File: config.mk
export PLATFORM = sky130hd
export DESIGN_NAME = ood_decode
export DESIGN_NICKNAME = d
export VERILOG_FILES = /design/src/design/ood_pkg.sv /design/src/design/ood_decode.sv
export SDC_FILE = /design/constraint.sdc
export NUM_CORES = 1
export LEC_CHECK = 0
export ABC_AREA = 1
export BUFFER_PORTS_ARGS = -buffer_cell sky130_fd_sc_hd__buf_2
export CAP_MARGIN = 40
export CELL_PAD_IN_SITES_DETAIL_PLACEMENT = 1
export CELL_PAD_IN_SITES_GLOBAL_PLACEMENT = 1
export CORE_MARGIN = 5
export CORE_UTILIZATION = 39
export CTS_CLUSTER_SIZE = 30
export DETAILED_ROUTE_END_ITERATION = 8
export PLACE_DENSITY = 0.91
export SLEW_MARGIN = 20
export SYNTH_ARGS = -nofsm -noshare
export SYNTH_HDL_FRONTEND = slang
export SYNTH_SLANG_ARGS = --single-unit
File: constraint.sdc
create_clock -name CLK_I -period 2.6 [get_ports CLK_I]
set_input_delay 0.26 -clock CLK_I [delete_from_list [all_inputs] [get_ports CLK_I]]
set_output_delay 0.26 -clock CLK_I [all_outputs]
set_load 0.03 [all_outputs]
File: src/design/ood_pkg.sv
// Constants for the operand-field decoder
package ood_pkg;
   // ------------------------------------------------------------
   // Register map (byte addresses)
   // ------------------------------------------------------------
   localparam logic [7:0] ADDR_INSTR = 8'h00;
   localparam logic [7:0] ADDR_INSTR2 = 8'h04;
   localparam logic [7:0] ADDR_BANK = 8'h08;
   localparam logic [7:0] ADDR_FIELDS = 8'h0C;
   localparam logic [7:0] ADDR_FADDR = 8'h10;
   localparam logic [7:0] ADDR_MOVE = 8'h14;
   localparam logic [7:0] ADDR_LIT = 8'h18;
   localparam logic [7:0] ADDR_BRANCH = 8'h1C;
   localparam logic [7:0] ADDR_TABLE = 8'h20;
   localparam logic [7:0] ADDR_STATUS = 8'h24;
   // ------------------------------------------------------------
   // Field positions and opcodes in the instruction word, and reset values
   // ------------------------------------------------------------
   localparam int ACC_BIT = 8;
   localparam int DEST_BIT = 9;
   localparam int BIT_LSB = 9;
   localparam int FAST_BIT = 0;
   localparam logic [3:0] OPC_BIT_CLEAR = 4'h9;
   localparam logic [7:0] OPC_BRANCH_NEG = 8'hE6;
   localparam logic [3:0] OPC_MOVE = 4'hC;
   localparam logic [3:0] OPC_SECOND = 4'hF;
   localparam logic [4:0] OPC_REL_BRA = 5'h1A;
   localparam logic [7:0] OPC_CALL = 8'hEC;
   localparam logic [15:0] OPC_RETURN = 16'h0012;
   localparam logic [13:0] OPC_TABLE = 14'h0002;
   localparam logic [7:0] OPC_LIT8 = 8'h0E;
   localparam logic [7:0] OPC_LFSR = 8'hEE;
   localparam logic [3:0] ACCESS_BANK = 4'h0;
   localparam logic [3:0] BANK_RESET = 4'h0;
   localparam logic [20:0] TPTR_RESET = 21'h00_0000;
   localparam logic [31:0] RD_ZERO = 32'h0000_0000;
   // Flag positions in the status word
   localparam int FLG_C = 0;
   localparam int FLG_DC = 1;
   localparam int FLG_Z = 2;
   localparam int FLG_OV = 3;
   localparam int FLG_N = 4;
   // ------------------------------------------------------------
   // Table pointer modes
   // ------------------------------------------------------------
   typedef enum logic [1:0]
   {
      TPM_HOLD = 2'b00,
      TPM_POSTINC = 2'b01,
      TPM_POSTDEC = 2'b10,
      TPM_PREINC = 2'b11
   } ood_tpm_e;
endpackage

File: src/design/ood_decode.sv
// Operand-field decoder for an 8-bit core, with AHB-Lite access
`timescale 1ns/100ps
// Functional notes
// - Access bit 0 uses access region, 1 uses bank
// - Destination bit 0 to accumulator, 1 to file
// - Short file address is eight bits
// - Move carries twelve-bit source file address
// - Move carries twelve-bit destination file address
// - Three-bit index selects bit zero to seven
// - Table mode: hold, post-inc, post-dec, pre-inc
// - Table pointer 21 bits, eight-bit table latch
// - Fast bit one uses shadow registers
// - Branch offset signed; call has a direct address
// - Literals are 8, 12 or 20 bits
// - Don't-care bits never influence decode
// - Five status flags kept for instructions
// - Bit clear is 1001 bbba ffff ffff
module ood_decode
   import ood_pkg::*;
(
   // Clock and reset
   input wire logic CLK_I,
   input wire logic RESET_N_I,
   // AHB-Lite slave
   input wire logic HSEL_I,
   input wire logic [31:0] HADDR_I,
   input wire logic [1:0] HTRANS_I,
   input wire logic HWRITE_I,
   input wire logic [2:0] HSIZE_I,
   input wire logic [31:0] HWDATA_I,
   input wire logic HREADY_I,
   output logic [31:0] HRDATA_O,
   output logic HREADYOUT_O,
   output logic HRESP_O,
   // Decoded execute-stage outputs
   output logic [11:0] FILE_ADDR_O,
   output logic DEST_FILE_O,
   output logic [7:0] BIT_MASK_O,
   output logic SHADOW_USE_O,
   output logic [20:0] TABLE_POINTER_O
);
   // ------------------------------------------------------------
   // Bus address phase capture
   // ------------------------------------------------------------
   logic wr_pend_r;
   logic [7:0] wr_addr_r;
   logic [15:0] instr_r;
   logic [15:0] instr2_r;
   logic [3:0] bank_select_reg_r;
   logic [20:0] table_pointer_r;
   logic [7:0] table_latch_r;
   logic [4:0] flags_r;
   logic [31:0] rdata_nxt;
   logic acc_ph;

   assign acc_ph = HSEL_I && HREADY_I && HTRANS_I[1];

   always_ff @(posedge CLK_I)
   begin
      if (!RESET_N_I)
      begin
         wr_pend_r <= 1'b0;
         wr_addr_r <= 8'h00;
      end
      else
      begin
         wr_pend_r <= acc_ph && HWRITE_I;
         wr_addr_r <= HADDR_I[7:0];
      end
   end

   // ------------------------------------------------------------
   // Field extraction, purely combinational
   // ------------------------------------------------------------
   logic access_sel;
   logic dest_sel;
   logic [7:0] short_faddr;
   logic [2:0] bit_index;
   logic [11:0] source_file_address;
   logic [11:0] destination_file_address;
   logic [3:0] eff_bank;
   logic is_bit_clear;
   logic is_move;
   logic is_branch_neg;
   logic is_rel_bra;
   logic is_call;
   logic is_return;
   logic is_table;
   logic is_lit8;
   logic is_lfsr;
   logic fast_sel;
   ood_tpm_e table_pointer_mode;
   logic [20:0] branch_target;
   logic [19:0] literal;
   logic [1:0] lit_width;

   assign access_sel = instr_r[ACC_BIT];
   assign dest_sel = instr_r[DEST_BIT];
   assign short_faddr = instr_r[7:0];
   assign bit_index = instr_r[BIT_LSB +: 3];
   assign source_file_address = instr_r[11:0];
   assign destination_file_address = instr2_r[11:0];
   assign eff_bank = access_sel ? bank_select_reg_r : ACCESS_BANK;
   assign is_bit_clear = instr_r[15:12] == OPC_BIT_CLEAR;
   assign is_move = instr_r[15:12] == OPC_MOVE;
   assign is_branch_neg = instr_r[15:8] == OPC_BRANCH_NEG;
   assign is_rel_bra = instr_r[15:11] == OPC_REL_BRA;
   assign is_call = instr_r[15:9] == OPC_CALL[7:1];
   assign is_return = instr_r[15:1] == OPC_RETURN[15:1];
   assign is_table = instr_r[15:2] == OPC_TABLE;
   assign is_lit8 = instr_r[15:8] == OPC_LIT8;
   assign is_lfsr = instr_r[15:8] == OPC_LFSR;
   assign table_pointer_mode = ood_tpm_e'(instr_r[1:0]);
   // Return keeps its fast bit in bit 0, call in bit 8
   assign fast_sel = is_return ? instr_r[FAST_BIT] : instr_r[8];

   // Upper bits of the call target come from the second word
   always_comb
   begin
      branch_target = TPTR_RESET;
      if (is_call)
         branch_target = {instr2_r[11:0], instr_r[7:0], 1'b0};
      else if (is_rel_bra)
         branch_target = {{10{instr_r[10]}}, instr_r[10:0]};
      else if (is_branch_neg)
         branch_target = {{13{instr_r[7]}}, instr_r[7:0]};
   end

   always_comb
   begin
      literal = 20'h0_0000;
      lit_width = 2'd0;
      if (is_lfsr)
      begin
         // Only bits used by the encoding feed the constant
         literal = {8'h00, instr_r[3:0], instr2_r[7:0]};
         lit_width = 2'd1;
      end
      else if (is_call)
      begin
         literal = {instr2_r[11:0], instr_r[7:0]};
         lit_width = 2'd2;
      end
      else if (is_lit8)
         literal = {12'h000, instr_r[7:0]};
   end

   // ------------------------------------------------------------
   // Registers written by software and by table accesses
   // ------------------------------------------------------------
   logic tbl_go;
   assign tbl_go = wr_pend_r && wr_addr_r == ADDR_TABLE && HWDATA_I[31];

   always_ff @(posedge CLK_I)
   begin
      if (!RESET_N_I)
      begin
         instr_r <= 16'h0000;
         instr2_r <= 16'h0000;
         bank_select_reg_r <= BANK_RESET;
         flags_r <= 5'h00;
      end
      else if (wr_pend_r)
      begin
         case (wr_addr_r)
            ADDR_INSTR: instr_r <= HWDATA_I[15:0];
            ADDR_INSTR2: instr2_r <= HWDATA_I[15:0];
            ADDR_BANK: bank_select_reg_r <= HWDATA_I[3:0];
            ADDR_STATUS: flags_r <= HWDATA_I[4:0];
            default: ;
         endcase
      end
   end

   // Table step with the decoded mode takes priority over a pointer write
   always_ff @(posedge CLK_I)
   begin
      if (!RESET_N_I)
      begin
         table_pointer_r <= TPTR_RESET;
         table_latch_r <= 8'h00;
      end
      else if (tbl_go && is_table)
      begin
         table_latch_r <= HWDATA_I[7:0];
         case (table_pointer_mode)
            TPM_POSTINC, TPM_PREINC: table_pointer_r <= table_pointer_r + 21'd1;
            TPM_POSTDEC: table_pointer_r <= table_pointer_r - 21'd1;
            default: table_pointer_r <= table_pointer_r;
         endcase
      end
      else if (wr_pend_r && wr_addr_r == ADDR_TABLE)
      begin
         table_pointer_r <= HWDATA_I[20:0];
      end
   end

   // ------------------------------------------------------------
   // Execute-stage outputs, registered
   // ------------------------------------------------------------
   always_ff @(posedge CLK_I)
   begin
      if (!RESET_N_I)
      begin
         FILE_ADDR_O <= 12'h000;
         DEST_FILE_O <= 1'b0;
         BIT_MASK_O <= 8'h00;
         SHADOW_USE_O <= 1'b0;
         TABLE_POINTER_O <= TPTR_RESET;
      end
      else
      begin
         FILE_ADDR_O <= is_move ? source_file_address : {eff_bank, short_faddr};
         DEST_FILE_O <= dest_sel;
         BIT_MASK_O <= is_bit_clear ? 8'(8'h01 << bit_index) : 8'h00;
         SHADOW_USE_O <= (is_call || is_return) && fast_sel;
         TABLE_POINTER_O <= table_pointer_r;
      end
   end

   // ------------------------------------------------------------
   // Read data
   // ------------------------------------------------------------
   always_comb
   begin
      case (HADDR_I[7:0])
         ADDR_INSTR: rdata_nxt = {16'h0000, instr_r};
         ADDR_INSTR2: rdata_nxt = {16'h0000, instr2_r};
         ADDR_BANK: rdata_nxt = {28'h000_0000, bank_select_reg_r};
         ADDR_FIELDS: rdata_nxt = {16'h0000, is_bit_clear, fast_sel, table_pointer_mode,
            bit_index, access_sel, dest_sel, 7'h00};
         ADDR_FADDR: rdata_nxt = {20'h0_0000, eff_bank, short_faddr};
         ADDR_MOVE: rdata_nxt = {4'h0, destination_file_address, 4'h0,
            source_file_address};
         ADDR_LIT: rdata_nxt = {10'h000, lit_width, literal};
         ADDR_BRANCH: rdata_nxt = {11'h000, branch_target};
         ADDR_TABLE: rdata_nxt = {table_latch_r, 3'h0, table_pointer_r};
         ADDR_STATUS: rdata_nxt = {27'h000_0000, flags_r};
         default: rdata_nxt = RD_ZERO;
      endcase
   end

   always_ff @(posedge CLK_I)
   begin
      if (!RESET_N_I)
      begin
         HRDATA_O <= RD_ZERO;
         HREADYOUT_O <= 1'b1;
         HRESP_O <= 1'b0;
      end
      else
      begin
         HRDATA_O <= (acc_ph && !HWRITE_I) ? rdata_nxt : RD_ZERO;
         HREADYOUT_O <= 1'b1;
         HRESP_O <= 1'b0;
      end
   end

   // ------------------------------------------------------------
   // Checks
   // ------------------------------------------------------------
   access_bank_a: assert property (@(posedge CLK_I) disable iff (!RESET_N_I)
      !is_move && !access_sel |=> FILE_ADDR_O[11:8] == ACCESS_BANK)
      else $error("access region not used");
   bank_sel_a: assert property (@(posedge CLK_I) disable iff (!RESET_N_I)
      !is_move && access_sel |=> FILE_ADDR_O[11:8] == $past(bank_select_reg_r))
      else $error("bank not taken");
   dest_sel_a: assert property (@(posedge CLK_I) disable iff (!RESET_N_I)
      1'b1 |=> DEST_FILE_O == $past(instr_r[9]))
      else $error("destination wrong");
   short_addr_a: assert property (@(posedge CLK_I) disable iff (!RESET_N_I)
      !is_move |=> FILE_ADDR_O[7:0] == $past(instr_r[7:0]))
      else $error("short address wrong");
   move_src_a: assert property (@(posedge CLK_I) disable iff (!RESET_N_I)
      is_move |=> FILE_ADDR_O == $past(instr_r[11:0]))
      else $error("move source wrong");
   move_dest_a: assert property (@(posedge CLK_I) disable iff (!RESET_N_I)
      acc_ph && !HWRITE_I && HADDR_I[7:0] == ADDR_MOVE
      |=> HRDATA_O[27:16] == $past(instr2_r[11:0]))
      else $error("move destination wrong");
   bit_mask_a: assert property (@(posedge CLK_I) disable iff (!RESET_N_I)
      is_bit_clear |=> $onehot(BIT_MASK_O) && BIT_MASK_O[$past(instr_r[11:9])])
      else $error("bit index wrong");
   mask_off_a: assert property (@(posedge CLK_I) disable iff (!RESET_N_I)
      !is_bit_clear |=> BIT_MASK_O == 8'h00)
      else $error("mask set outside bit clear");
   table_step_a: assert property (@(posedge CLK_I) disable iff (!RESET_N_I)
      tbl_go && is_table && instr_r[1:0] == 2'b10
      |=> table_pointer_r == 21'($past(table_pointer_r) - 21'd1))
      else $error("post-decrement wrong");
   table_inc_a: assert property (@(posedge CLK_I) disable iff (!RESET_N_I)
      tbl_go && is_table && instr_r[0]
      |=> table_pointer_r == 21'($past(table_pointer_r) + 21'd1))
      else $error("increment mode wrong");
   table_hold_a: assert property (@(posedge CLK_I) disable iff (!RESET_N_I)
      tbl_go && is_table && instr_r[1:0] == 2'b00 |=> $stable(table_pointer_r))
      else $error("hold mode moved pointer");
   table_latch_a: assert property (@(posedge CLK_I) disable iff (!RESET_N_I)
      tbl_go && is_table |=> table_latch_r == $past(HWDATA_I[7:0]))
      else $error("table latch not loaded");
   tptr_load_a: assert property (@(posedge CLK_I) disable iff (!RESET_N_I)
      wr_pend_r && wr_addr_r == ADDR_TABLE && !HWDATA_I[31]
      |=> table_pointer_r == $past(HWDATA_I[20:0]))
      else $error("table pointer not loaded");
   shadow_use_a: assert property (@(posedge CLK_I) disable iff (!RESET_N_I)
      is_return && !instr_r[0] |=> !SHADOW_USE_O)
      else $error("shadow used when not fast");
   shadow_call_a: assert property (@(posedge CLK_I) disable iff (!RESET_N_I)
      is_call |=> SHADOW_USE_O == $past(instr_r[8]))
      else $error("call fast bit ignored");
   rel_sign_a: assert property (@(posedge CLK_I) disable iff (!RESET_N_I)
      is_branch_neg |-> branch_target[20] == instr_r[7])
      else $error("offset not sign extended");
   rel_bra_a: assert property (@(posedge CLK_I) disable iff (!RESET_N_I)
      is_rel_bra |-> branch_target[20:10] == {11{instr_r[10]}})
      else $error("long offset not sign extended");
   call_target_a: assert property (@(posedge CLK_I) disable iff (!RESET_N_I)
      is_call |-> branch_target == {instr2_r[11:0], instr_r[7:0], 1'b0})
      else $error("call target wrong");
   lit8_a: assert property (@(posedge CLK_I) disable iff (!RESET_N_I)
      is_lit8 |-> literal[19:8] == 12'h000)
      else $error("literal width wrong");
   call_lit_a: assert property (@(posedge CLK_I) disable iff (!RESET_N_I)
      is_call |-> lit_width == 2'd2)
      else $error("call literal not wide");
   lfsr_lit_a: assert property (@(posedge CLK_I) disable iff (!RESET_N_I)
      is_lfsr |-> lit_width == 2'd1 && literal[19:12] == 8'h00)
      else $error("twelve-bit literal wrong");
   flags_write_a: assert property (@(posedge CLK_I) disable iff (!RESET_N_I)
      wr_pend_r && wr_addr_r == ADDR_STATUS |=> flags_r == $past(HWDATA_I[4:0]))
      else $error("status flags not written");
   fields_read_a: assert property (@(posedge CLK_I) disable iff (!RESET_N_I)
      acc_ph && !HWRITE_I && HADDR_I[7:0] == ADDR_FIELDS
      |=> HRDATA_O[11:9] == $past(instr_r[11:9]))
      else $error("fields not current");
   ready_a: assert property (@(posedge CLK_I) disable iff (!RESET_N_I)
      HREADYOUT_O && !HRESP_O)
      else $error("bus not ready");

   bit_clear_c: cover property (@(posedge CLK_I) disable iff (!RESET_N_I) is_bit_clear);
   table_c: cover property (@(posedge CLK_I) disable iff (!RESET_N_I) tbl_go && is_table);
   fast_c: cover property (@(posedge CLK_I) disable iff (!RESET_N_I) is_call && fast_sel);
   move_c: cover property (@(posedge CLK_I) disable iff (!RESET_N_I) is_move);
   branch_c: cover property (@(posedge CLK_I) disable iff (!RESET_N_I) is_branch_neg);
endmodule // ood_decode

# Yosys cells after proc, flatten, opt, wreduce, memory -nomap -nowiden
# Cells that the tools add are included.
dict set report classes {
  add_sub_neg 2
  n_eq_ne 26
  shifts 1
  muxes 15
  reduce_logical 21
}
# operator count
set op_table {}
lappend op_table {{one-hot mux 32 bit (10 select lines)} 1}
lappend op_table {{two-way mux 21 bit} 5}
lappend op_table {{one-hot mux 21 bit (2 select lines)} 1}
lappend op_table {{two-way mux 20 bit} 2}
lappend op_table {{equality test 8 x 4 -> 1 bit, second input constant} 4}
lappend op_table {{equality test 8 x 5 -> 1 bit, second input constant} 4}
lappend op_table {{equality test 8 x 6 -> 1 bit, second input constant} 4}
lappend op_table {{adder 21 x 1 -> 21 bit, second input constant} 1}
lappend op_table {{subtractor 21 x 1 -> 21 bit, second input constant} 1}
lappend op_table {{equality test 8 x 3 -> 1 bit, second input constant} 2}
lappend op_table {{equality test 8 bit, second input constant} 2}
lappend op_table {{zero test 8 bit} 2}
lappend op_table {{equality test 15 x 4 -> 1 bit, second input constant} 1}
lappend op_table {{equality test 14 x 2 -> 1 bit, second input constant} 1}
lappend op_table {{AND reduction 2 bit} 7}
lappend op_table {{two-way mux 12 bit} 1}
lappend op_table {{equality test 4 bit, second input constant} 2}
lappend op_table {{logical AND 1 bit} 8}
lappend op_table {{two-way mux 8 bit} 1}
lappend op_table {{<< shifter 1 x 3 -> 8 bit, first input constant} 1}
lappend op_table {{equality test 7 bit, second input constant} 1}
lappend op_table {{equality test 5 bit, second input constant} 1}
lappend op_table {{equality test 2 bit, second input constant} 2}
lappend op_table {{two-way mux 2 bit} 2}
lappend op_table {{8 further kinds} 8}
dict set report word_totals {
  ff_bits 154
  in_bits 74
  wordCells 79
}

# Depth between registers and ports, before layout
# Gate-level depths: netlist of the first run.
dict set report logic_depth {
  ltp_word 6
  depth_mapped 18
  mapped_depth_nobuf 18
}

# Least setup slack after synthesis of the first run
# Ideal clock, no wire load.
dict set report synth_path {
  kind {reg2reg}
  from {register instr_r[0]}
  to {register table_pointer_r[14]}
  arrival_time_ns 1.713
  required_time_ns 2.475
  slack_ns 0.762
  stages_incl_launch_ff 19
  path_buffers 0
  path_cell_list {dfxtp_1 > inv_4 > nand2_8 > nand2_1 > nand2_1 > inv_1 > ha_1 > inv_1 > nand2_1 > nand2_1 > nand2_1 > nand2_1 > nand2_1 > nand2_1 > nand2_1 > nand2_1 > nand3_1 > nand2_1 > o21ai_1}
}
dict set report synth_via {
  elab_chain_len 4
  word_cells_on_any_way 8
  classes_between {eq/ne: 4; mux: 2; reduce/logical: 2}
}
# item line
set synth_lines {}
lappend synth_lines {{start: declaration} ood_decode.sv:47} ;# logic [15:0] instr_r;
lappend synth_lines {{start signal: assignment} ood_decode.sv:166} ;# ADDR_INSTR: instr_r <= HWDATA_I[15:0];
lappend synth_lines {{equality test 2 x 1 -> 1 bit / equality test 2 bit (equally long branches)} ood_decode.sv:186} ;# case (table_pointer_mode)
lappend synth_lines {{OR reduction 2 bit} ood_decode.sv:186}
lappend synth_lines {{one-hot mux 21 bit (2 select lines) / != test 3 x 1 -> 1 bit (equally long branches)} n/a}
lappend synth_lines {{two-way mux 21 bit / AND reduction 2 bit (equally long branches)} n/a}
lappend synth_lines {{end signal: assignment} ood_decode.sv:187} ;# TPM_POSTINC, TPM_PREINC: table_pointer_r <= table_pointer_r + 21'd1;
lappend synth_lines {{end signal: assignment} ood_decode.sv:188} ;# TPM_POSTDEC: table_pointer_r <= table_pointer_r - 21'd1;
lappend synth_lines {{end signal: assignment} ood_decode.sv:189} ;# default: table_pointer_r <= table_pointer_r;
lappend synth_lines {{end: declaration} ood_decode.sv:50} ;# logic [20:0] table_pointer_r;
# Parallel ways exist; a longest one is shown, timed or not.
# A chain may end at the register's enable or synchronous reset.

# Worst setup path in the final report of the first run
dict set report layout_path {
  from {register instr_r[6]}
  to {register table_pointer_r[1]}
}
dict set report layout_via {
  elab_chain_len 4
  word_cells_on_any_way 6
  classes_between {eq/ne: 2; mux: 1; reduce/logical: 3}
}
# item line
set layout_lines {}
lappend layout_lines {{equality test 14 x 2 -> 1 bit *} ood_decode.sv:110} ;# assign is_table = instr_r[15:2] == OPC_TABLE;
lappend layout_lines {{logical AND 1 bit *} ood_decode.sv:183} ;# else if (tbl_go && is_table)
lappend layout_lines {{!= test 3 x 1 -> 1 bit (no line) / nonzero test 2 bit (equally long branches)} n/a}
lappend layout_lines {{AND reduction 2 bit (no line)} n/a}
# Every way passes the cells marked *; elsewhere a longest branch is shown, timed or not.

==> impl_metrics.tcl, run 1 <==
set metrics [dict create \
    min-delay-start "HADDR_I[1]" \
    holdPathEnd "wr_addr_r[1]" \
    post_route_cells_drive_above_1_share_pct 19.2 \
    cts_sinks 154 \
    synth_compound_area_share_pct 18.3 \
    post-cts-setup-buffers 0 \
    ys_types 48 \
    cp.arrival_ns 2.80 \
    worstSetupPathType "reg -> reg" \
    seq_area_um2 3080 \
    synth_top_family_by_area "simple AND/OR/NAND/NOR gates" \
    vias_per_cell 5.49 \
    power_density_nw_per_um2 553 \
    worstSetupEndpointType "register" \
    avgRoutedWirePerCell_um 19.6 \
    drv_slew 0 \
    initial_core_util_pct 39.5 \
    synth.avg_cell_area_um2 6.84 \
    hold_depth 3 \
    ant_nets 0 \
    synth_xor_area_share_pct 0.342 \
    clk_pin_slew_ns 0.07 \
    place_congestion 0.980 \
    synth_edf_count 0 \
    drt_iter0_drc 689 \
    path_max_fanout 13 \
    ir_drop_mv 0.462 \
    grt_max_degree 88 \
    core_region_area_um2 19500 \
    port_buffers 110 \
    synth_top_area_cell "dfxtp_1" \
    numCtsBuffers 17 \
    synthCells 1123 \
    finalNetCount 1317 \
    critPathSlowestCell "nand2_1" \
    root_buffer "clkbuf_16" \
    yosys.area_share.simple_pct 30.1 \
    multi_input_area_um2 3770 \
    finalWirelength_mm 29.7 \
    final.period_utilization_pct 95.4 \
    drc_errors 0 \
    status "finished clean" \
    rsz0062_at_grt "false" \
    holdWs_ns 0.0205 \
    grt_first_pass_wirelength_mm 45.9 \
    drt-pass1-iter-count 5 \
    ys_seq_area_share_pct 40.1 \
    clock_latency_ns 0.44 \
    dieArea_um2 22600 \
    rr_startpoint "instr_r[6]" \
    cp_slowest_stage_delay_ns 0.46 \
    fin_worst_skew_ns 0.0125 \
    die_h_um 150 \
    r2r-end "table_pointer_r[1]" \
    hold_violations 0 \
    netlist_area_um2 7690 \
    dp_hpwl_mm 22.3 \
    async_flop_share_pct 0 \
    worst_pin_slew_ns 0.875 \
    max_freq_mhz 403 \
    max_slew_margin_pct 41.2 \
    io_pins 151 \
    synth_fp_nets 1198 \
    path_cells "nor2_1 -> nand4_1 -> nor2_1 -> nand4_1 -> o21ai_1 -> inv_1 -> nand2_1 -> buf_4 -> a22oi_1" \
    cp.required_ns 2.92 \
    synth-seq-cells 154 \
    cts_tree "yes" \
    synth_flop_cell "dfxtp_1" \
    grt_overflow 0 \
    clock_path_buffers 2 \
    period_minus_slack_ns 2.48 \
    htree_levels 4 \
    vias 8349 \
    synth_area_leaders "dfxtp_1, nand2_1, inv_1" \
    track_usage_pct 26.3 \
    grt_pass1_vias 8497 \
    antennaDiodeCount 0 \
    final_core_util_pct 47.4 \
    synth_fa_ha_area_share_pct 0.163 \
    yosysWarnings 0 \
    cap_violations 0 \
    hold_class "in -> reg" \
    cts_resized 0 \
    cellLeakagePower_uw 0.00439 \
    rr_worst_depth 9 \
    die_w_um 150 \
    ff2ff_setup_slack_ns 0.12 \
    rows 51 \
    nFillCells 2557 \
    synth_mux_area_share_pct 0 \
    tns_ns 0 \
    hold_buffers 0 \
    areaGrowthSynthToFinish_pct 20.0 \
    synth_top_area_share_pct 40.1 \
    antenna_found_initial 0 \
    setup_viol 0 \
    startpoint_type "register" \
]
==> worst max-delay path, delay by kind of cell, from the launching register on <==
family | cells | cell delay, ns
AND/OR/NAND/NOR | 5 | 1.32
AO/OA/AOI/OAI | 2 | 0.37
flip-flops | 1 | 0.33
buffers and inverters | 2 | 0.33
==> routing by layer <==
metal / wire length, µm / vias to the layer above / global-route usage, %
li1: - / 3902 / -
met4: 1030 / 0 / 10.5
met5: 0 / - / 0
met3: 2020 / 80 / 4.30
met1: 12200 / 4019 / 32.5
met2: 14500 / 348 / 45.5
==> where the power goes <==
part | internal, µW | leakage, µW | switching, µW | total, µW
registers | 2370 | 0.00124 | 4.96 | 2370
clock network | 1480 | 0.000296 | 1100 | 2580
logic | 43.3 | 0.00286 | 105 | 148
total | 3890 | 0.00439 | 1210 | 5100
==> synth_stat cells, types with 3 or more instances <==
cell,number
nand4_1,11
nand2_2,17
inv_1,140
nor3_1,13
nor2_2,8
o22ai_1,15
nand2_4,3
o21ai_1,11
nand3_1,77
a31oi_1,4
clkbuf_1,21
a41oi_1,11
clkinv_1,5
dfxtp_1,154
buf_6,4
inv_2,12
a21oi_1,91
nand3_2,9
o211ai_1,19
o21ai_0,64
buf_2,11
a211oi_1,8
nor2_1,105
xor2_1,3
o2111ai_1,4
nand2_1,266
a21oi_2,6
buf_4,5
==> cell type report <==
type	count	share of cell area (%)
Multi-Input combinational cell	768	40.9
Sequential cell	154	33.4
Timing Repair Buffer	143	8.93
Inverter	158	6.46
Clock buffer	18	4.76
Tap cell	265	3.60
Clock inverter	14	1.87
==> through the flow <==
stage	cells	setup slack, ns	instance area, µm²	power [µW]
detailed placement	1488	0.166	8610	2570
CTS	1520	0.157	9220	5150
floorplan	1123	0.762	7690	2500
global route	1520	0.0134	9220	5260
finish	1520	0.119	9220	5100
global placement	1488	0.267	8610	2560
==> cell usage in the layout (no fill, tap or decap), types with 12 or more instances in the layout <==
cell       count
buf_2        110
clkbuf_16     17
nand2_1      266
nor2_1       104
dfxtp_1      154
inv_1        140
nand3_1       77
o211ai_1      19
nor3_1        13
o21ai_0       64
o22ai_1       15
inv_2         12
nand2_2       17
a21oi_1       91
buf_4         31
==> how the worst max path moves through the flow <==
stage               start                  end  slack (ns)  depth (start not counted)
2_1_floorplan  instr_r[0]  table_pointer_r[14]        0.76                         18
3_3_place_gp   instr_r[5]   table_pointer_r[1]        0.27                          9
3_5_place_dp   instr_r[5]   table_pointer_r[1]        0.17                          9
4_1_cts        instr_r[5]   table_pointer_r[1]        0.16                          9
5_1_grt        instr_r[6]   table_pointer_r[1]        0.01                          9
6_report       instr_r[6]   table_pointer_r[1]        0.12                          9
==> state kept, by name, summed over array words and instances, names as in the netlist, 4 cells and up <==
name	cells
BIT_MASK_O	8
FILE_ADDR_O	12
HRDATA_O	32
TABLE_POINTER_O	21
bank_select_reg_r	4
flags_r	5
instr2_r	16
instr_r	16
table_latch_r	8
table_pointer_r	21
wr_addr_r	8
==> cells by family after synthesis <==
family | Yosys count
simple gates | 521
xor+xnor | 3
flops | 154
buf+inv | 201
other cells | 2
compound gates | 241
fa+ha+maj | 1
(Power assumes the default switching activity.)
==> inputs of run 2 (changes only) <==
--- a/config.mk
+++ b/config.mk
@@ -10,6 +10,7 @@
 export CAP_MARGIN = 40
 export CELL_PAD_IN_SITES_DETAIL_PLACEMENT = 1
 export CELL_PAD_IN_SITES_GLOBAL_PLACEMENT = 1
+export CORE_ASPECT_RATIO = 0.75
 export CORE_MARGIN = 5
 export CORE_UTILIZATION = 39
 export CTS_CLUSTER_SIZE = 30
==> run 2 against run 1 <==
Final cell count decreased by 0.72%; die area increased by 0.13%; clock power decreased by 6%; largest cell class unchanged; critical path depth increased by 1; clock skew decreased by 0.0032 ns; core utilization decreased by 0.13 points; largest power group unchanged; critical endpoint is now HRDATA_O[0]; combinational power increased by 7%; first-iteration DRC count increased by 17%.
==> impl_metrics.tcl, run 2 (same netlist as run 1, synthesis figures left out) <==
set metrics [dict create \
    status "finished clean" \
    setup_viol 0 \
    cts_sinks 154 \
    ant_nets 0 \
    post_route_cells_drive_above_1_share_pct 19.3 \
    drt_iter0_drc 809 \
    r2r-end "HRDATA_O[0]" \
    post-cts-setup-buffers 0 \
    path_max_fanout 7 \
    place_congestion 0.972 \
    grt_overflow 0 \
    worstSetupEndpointType "register" \
    dp_hpwl_mm 23.4 \
    core_region_area_um2 19400 \
    hold_violations 0 \
    rr_startpoint "instr_r[10]" \
    rr_worst_depth 10 \
    power_density_nw_per_um2 542 \
    ff2ff_setup_slack_ns 0.35 \
    die_h_um 132 \
    numCtsBuffers 17 \
    cellLeakagePower_uw 0.00438 \
    track_usage_pct 27.5 \
    max_freq_mhz 445 \
    cp.required_ns 2.91 \
    port_buffers 110 \
    holdWs_ns 0.0261 \
    drt-pass1-iter-count 5 \
    finalWirelength_mm 31.2 \
    hold_class "in -> reg" \
    pwr-share-comb_pct 3.2 \
    htree_levels 4 \
    cap_violations 0 \
    initial_core_util_pct 39.7 \
    antennaDiodeCount 0 \
    largest_register_ffs 32 \
    startpoint_type "register" \
    rows 44 \
    root_buffer "clkbuf_16" \
    max_slew_margin_pct 43.1 \
    worst_pin_slew_ns 0.847 \
    drc_errors 0 \
    grt_first_pass_wirelength_mm 48.8 \
    dieArea_um2 22600 \
    top_regs "HRDATA_O: 32 flops, TABLE_POINTER_O: 21 flops, table_pointer_r: 21 flops" \
    p_clk_share_pct 49.0 \
    cts_tree "yes" \
    die_w_um 172 \
    worstSetupPathType "reg -> reg" \
    fin_worst_skew_ns 0.00929 \
    rsz0062_at_grt "false" \
    critPathLaunch "instr_r[10]" \
    period_minus_slack_ns 2.25 \
    grt_pass1_vias 8461 \
    antenna_found_initial 0 \
    tns_ns 0 \
    swShare_pct 25.8 \
    finalNetCount 1318 \
    ir_drop_mv 0.408 \
    drv_slew 0 \
    vias_per_cell 5.54 \
    avgRoutedWirePerCell_um 20.7 \
    clock_latency_ns 0.44 \
    internal_power_uw 3680 \
    clk_pin_slew_ns 0.07 \
    largest-register "HRDATA_O" \
    p_switching_uw 1280 \
    io_pins 151 \
    clock_path_buffers 2 \
    mostFrequentLayoutCell "nand2_1" \
    cp.arrival_ns 2.56 \
    areaGrowthSynthToFinish_pct 19.1 \
    final_cell_mix "nand2_1, dfxtp_1, inv_1" \
    endpoint "HRDATA_O[0]" \
    vias 8356 \
    grt_max_degree 51 \
    final_core_util_pct 47.2 \
    pwr-share-seq_pct 47.8 \
    final.period_utilization_pct 86.5 \
]
## run 2: critical path: stages, from the launching register on
cell	delay, ns
dfxtp_1	0.47
nand2_1	0.15
clkinv_1	0.09
nand3_1	0.11
nor2_1	0.16
inv_1	0.07
nor2_2	0.36
nor2_1	0.14
inv_2	0.15
nand2_1	0.08
a31oi_1	0.34
## run 2: power groups by stage
| stage | sequential (µW) | combinational, µW | clock (µW) |
|---|---|---|---|
| 2_1_floorplan | 2430 | 76.1 | 0 |
| 3_3_place_gp | 2430 | 147 | 0 |
| 3_5_place_dp | 2430 | 152 | 0 |
| 4_1_cts | 2370 | 156 | 2440 |
| 5_1_grt | 2370 | 171 | 2550 |
| 6_report | 2370 | 158 | 2430 |
## run 2: worst min-delay path by stage
stage	start	endpoint	slack (ns)	depth (start not counted)
floorplan	HADDR_I[0]	wr_addr_r[0]	0.36	2
global placement	table_latch_r[5]	HRDATA_O[29]	0.44	2
detailed placement	table_latch_r[5]	HRDATA_O[29]	0.44	2
CTS	HADDR_I[1]	wr_addr_r[1]	0.02	3
global route	HADDR_I[0]	wr_addr_r[0]	0.03	3
finish	HADDR_I[0]	wr_addr_r[0]	0.03	3
## run 2: stage by stage
step	cells	setup slack (ns)	instance area, µm²	power, µW
final	1509	0.352	9160	4960
after global routing	1509	0.167	9160	5090
after CTS	1509	0.308	9150	4960
after detailed placement	1477	0.309	8600	2580
after global placement	1477	0.391	8600	2570
after floorplan	1123	0.762	7690	2500
## run 2: routing by layer
layer | up-vias | part of all wire [%] | track usage, %
li1 | 3909 | - | -
met1 | 4020 | 45 | 40.1
met2 | 390 | 43 | 40.6
met3 | 37 | 10 | 7.45
met4 | 0 | 1.4 | 6.15
met5 | - | 0 | 0
## run 2: area by class of cell
cell class / instances / area, µm²
Fill cell: 2595 / 10200
Sequential cell: 154 / 3080
Timing Repair Buffer: 144 / 831
Clock buffer: 19 / 443
Multi-Input combinational cell: 768 / 3770
Inverter: 158 / 596
Clock inverter: 13 / 110
Tap cell: 253 / 317
## run 2: repair_timing
item | in CTS | in global routing
gates resized for setup | 0 | 1
endpoints found under the hold margin | 0 | 0
hold buffers | 0 | 0
setup endpoints to repair | 0 | 1
==> inputs of run 3 (changes only) <==
--- a/config.mk
+++ b/config.mk
@@ -5,7 +5,6 @@
 export SDC_FILE = /design/constraint.sdc
 export NUM_CORES = 1
 export LEC_CHECK = 0
-export ABC_AREA = 1
 export BUFFER_PORTS_ARGS = -buffer_cell sky130_fd_sc_hd__buf_2
 export CAP_MARGIN = 40
 export CELL_PAD_IN_SITES_DETAIL_PLACEMENT = 1
@@ -15,8 +14,8 @@
 export CORE_UTILIZATION = 39
 export CTS_CLUSTER_SIZE = 30
 export DETAILED_ROUTE_END_ITERATION = 8
-export PLACE_DENSITY = 0.91
-export SLEW_MARGIN = 20
+export PLACE_DENSITY = 0.88
+export SLEW_MARGIN = 25
 export SYNTH_ARGS = -nofsm -noshare
 export SYNTH_HDL_FRONTEND = slang
 export SYNTH_SLANG_ARGS = --single-unit
==> run 3 against run 2 <==
Clock-buffer cell count is 4 higher; fmax is 9.4% lower; global-route usage fell by 0.89 points; register-to-register slack got worse by 0.23 ns; sequential power about the same; via count down 8.1%; core utilization up 1.5 points; critical endpoint is now table_pointer_r[14]; sequential share of layout area rose by 0.45 points.
==> impl_metrics.tcl, run 3 <==
set metrics [dict create \
    status "finished clean" \
    path_cells "or4_1 -> or4_4 -> buf_4 -> nor3_1 -> a21oi_1 -> o21ai_0" \
    cp.required_ns 2.97 \
    ys_seq_area_share_pct 42.1 \
    seq_area_um2 3080 \
    mostFrequentLayoutCell "dfxtp_1" \
    synth-seq-cells 154 \
    ys_types 69 \
    grt_first_pass_wirelength_mm 44.0 \
    clock_path_buffers 2 \
    grt_util_met3_pct 7.43 \
    rr_startpoint "instr_r[2]" \
    setup_viol 0 \
    startpoint_type "register" \
    async_flop_share_pct 0 \
    synth_flop_cell "dfxtp_1" \
    worstSetupEndpointType "register" \
    clk_pin_slew_ns 0.07 \
    final.period_utilization_pct 95.4 \
    worstSetupPathType "reg -> reg" \
    antenna_found_initial 0 \
    multi_input_area_um2 3920 \
    vias_per_cell 6.05 \
    yosysWarnings 0 \
    worst_pin_slew_ns 0.654 \
    root_buffer "clkbuf_16" \
    drt-pass1-iter-count 6 \
    final_cell_mix "dfxtp_1, nand2_1, buf_2" \
    synth_area_leaders "dfxtp_1, nand2_1, a21boi_0" \
    grt_max_degree 64 \
    cts_sinks 154 \
    post-cts-setup-buffers 0 \
    finalNetCount 1083 \
    place_congestion 0.983 \
    use_met1_pct 38.1 \
    track_usage_pct 26.6 \
    synth_edf_count 0 \
    cap_violations 0 \
    die_w_um 168 \
    nFillCells 2252 \
    hold_buffers 0 \
    yosys-top-cells-count "dfxtp_1, nand2_1, clkbuf_1" \
    initial_core_util_pct 39.6 \
    drt_iter0_drc 1008 \
    critical_path_buf_inv_count 1 \
    cts_tree "yes" \
    numCtsBuffers 17 \
    synthCells 884 \
    setup_ws_ns 0.119 \
    grt_pass1_vias 7493 \
    areaGrowthSynthToFinish_pct 23.2 \
    finalWirelength_mm 29.2 \
    synth_top_area_cell "dfxtp_1" \
    largest-register "HRDATA_O" \
    synth.avg_cell_area_um2 8.29 \
    port_buffers 110 \
    max_freq_mhz 403 \
    top_regs "HRDATA_O: 32 flops, TABLE_POINTER_O: 21 flops, table_pointer_r: 21 flops" \
    vias 7678 \
    drv_slew 0 \
    yosysMostFrequentCell "dfxtp_1" \
    io_pins 151 \
    synth_top_area_share_pct 42.1 \
    top_usage_layer "met2" \
    cellLeakagePower_uw 0.00361 \
    cp.arrival_ns 2.85 \
    avgRoutedWirePerCell_um 23.0 \
    core_region_area_um2 18500 \
    critPathSlowestCell "or4_1" \
    dieArea_um2 21700 \
    ir_drop_mv 0.345 \
    die_h_um 129 \
    largest_register_ffs 32 \
    hold_class "in -> reg" \
    rsz0062_at_grt "false" \
    dp_slack_ns 0.0744 \
    cp_slowest_stage_delay_ns 0.59 \
    drc_errors 0 \
    path_delay_family "simple AND/OR/NAND/NOR gates" \
    grt_overflow 0 \
    path_max_fanout 12 \
    post_route_cells_drive_above_1_share_pct 21.4 \
    grt_use_met2_pct 38.8 \
    htree_levels 4 \
    netlist_area_um2 7330 \
    power_density_nw_per_um2 570 \
    rows 43 \
    cts_resized 0 \
    fin_worst_skew_ns 0.0110 \
    critPathLaunch "instr_r[2]" \
    period_minus_slack_ns 2.48 \
    tns_ns 0 \
    clock_latency_ns 0.44 \
    ant_nets 0 \
    max_slew_margin_pct 56.3 \
    hold_violations 0 \
    synth_fp_nets 959 \
    min-delay-start "HWDATA_I[19]" \
    dp_hpwl_mm 21.2 \
]
run 3: cells by family (layout without fill, tap and decap cells):
group	after synthesis	in the layout	synth area share [%]
and+or+nand+nor	395	395	27.9
adders and majority gates	1	1	0.171
xor gates and xnor gates	8	8	0.956
buffers and inverters	84	221	4.52
other	2	3	0.102
DFF	154	154	42.1
muxes	20	20	2.76
AOI/OAI and AO/OA	220	220	21.6
run 3: power by group:
group,leakage (µW),switching (µW),internal [µW],total [µW]
Sequential,0.00124,6.40,2370,2370
Clock,0.000290,1060,1520,2580
Combinational,0.00208,131,63.2,194
Total,0.00361,1190,3950,5150
run 3: worst min-delay path, cell delays in order:
cell and delay (ns):
buf_2 0.07, nand2_1 0.05, nand3_1 0.07
run 3: cell type report:
type	instances	area share (%)
inverters	11	0.457
clock buffers	23	5.40
multi-input cells	646	43.4
repair buffers	178	11.9
diodes	1	0.0277
clock inverters	9	1.23
flip-flops and latches	154	34.1
well taps	247	3.42
run 3: per-layer routing:
metal | routed length (µm) | share of wire (%) | vias to the layer above
met3 | 3330 | 11 | 70
met5 | 0 | 0 | -
met4 | 799 | 2.7 | 0
met1 | 12800 | 44 | 3736
met2 | 12200 | 42 | 426
li1 | - | - | 3446
run 3: final timing paths:
kind,to,depth (start not counted),slack [ns]
max,table_pointer_r[14],6,0.12
max reg2reg,table_pointer_r[14],6,0.12
min,table_pointer_r[19],3,0.05
min reg2reg,table_latch_r[4],2,0.47
run 3: per-stage QoR:
step	std cells	hold WS, ns	area, µm²	power (µW)	util [%]
finish	1269	0.0515	9030	5150	48.8
detailed placement	1236	0.455	8420	2610	45.5
floorplan	884	0.372	7330	2520	-
global route	1268	0.0748	9030	5290	48.8
global placement	1236	0.446	8420	2610	45.5
CTS	1268	0.0453	9020	5160	48.7
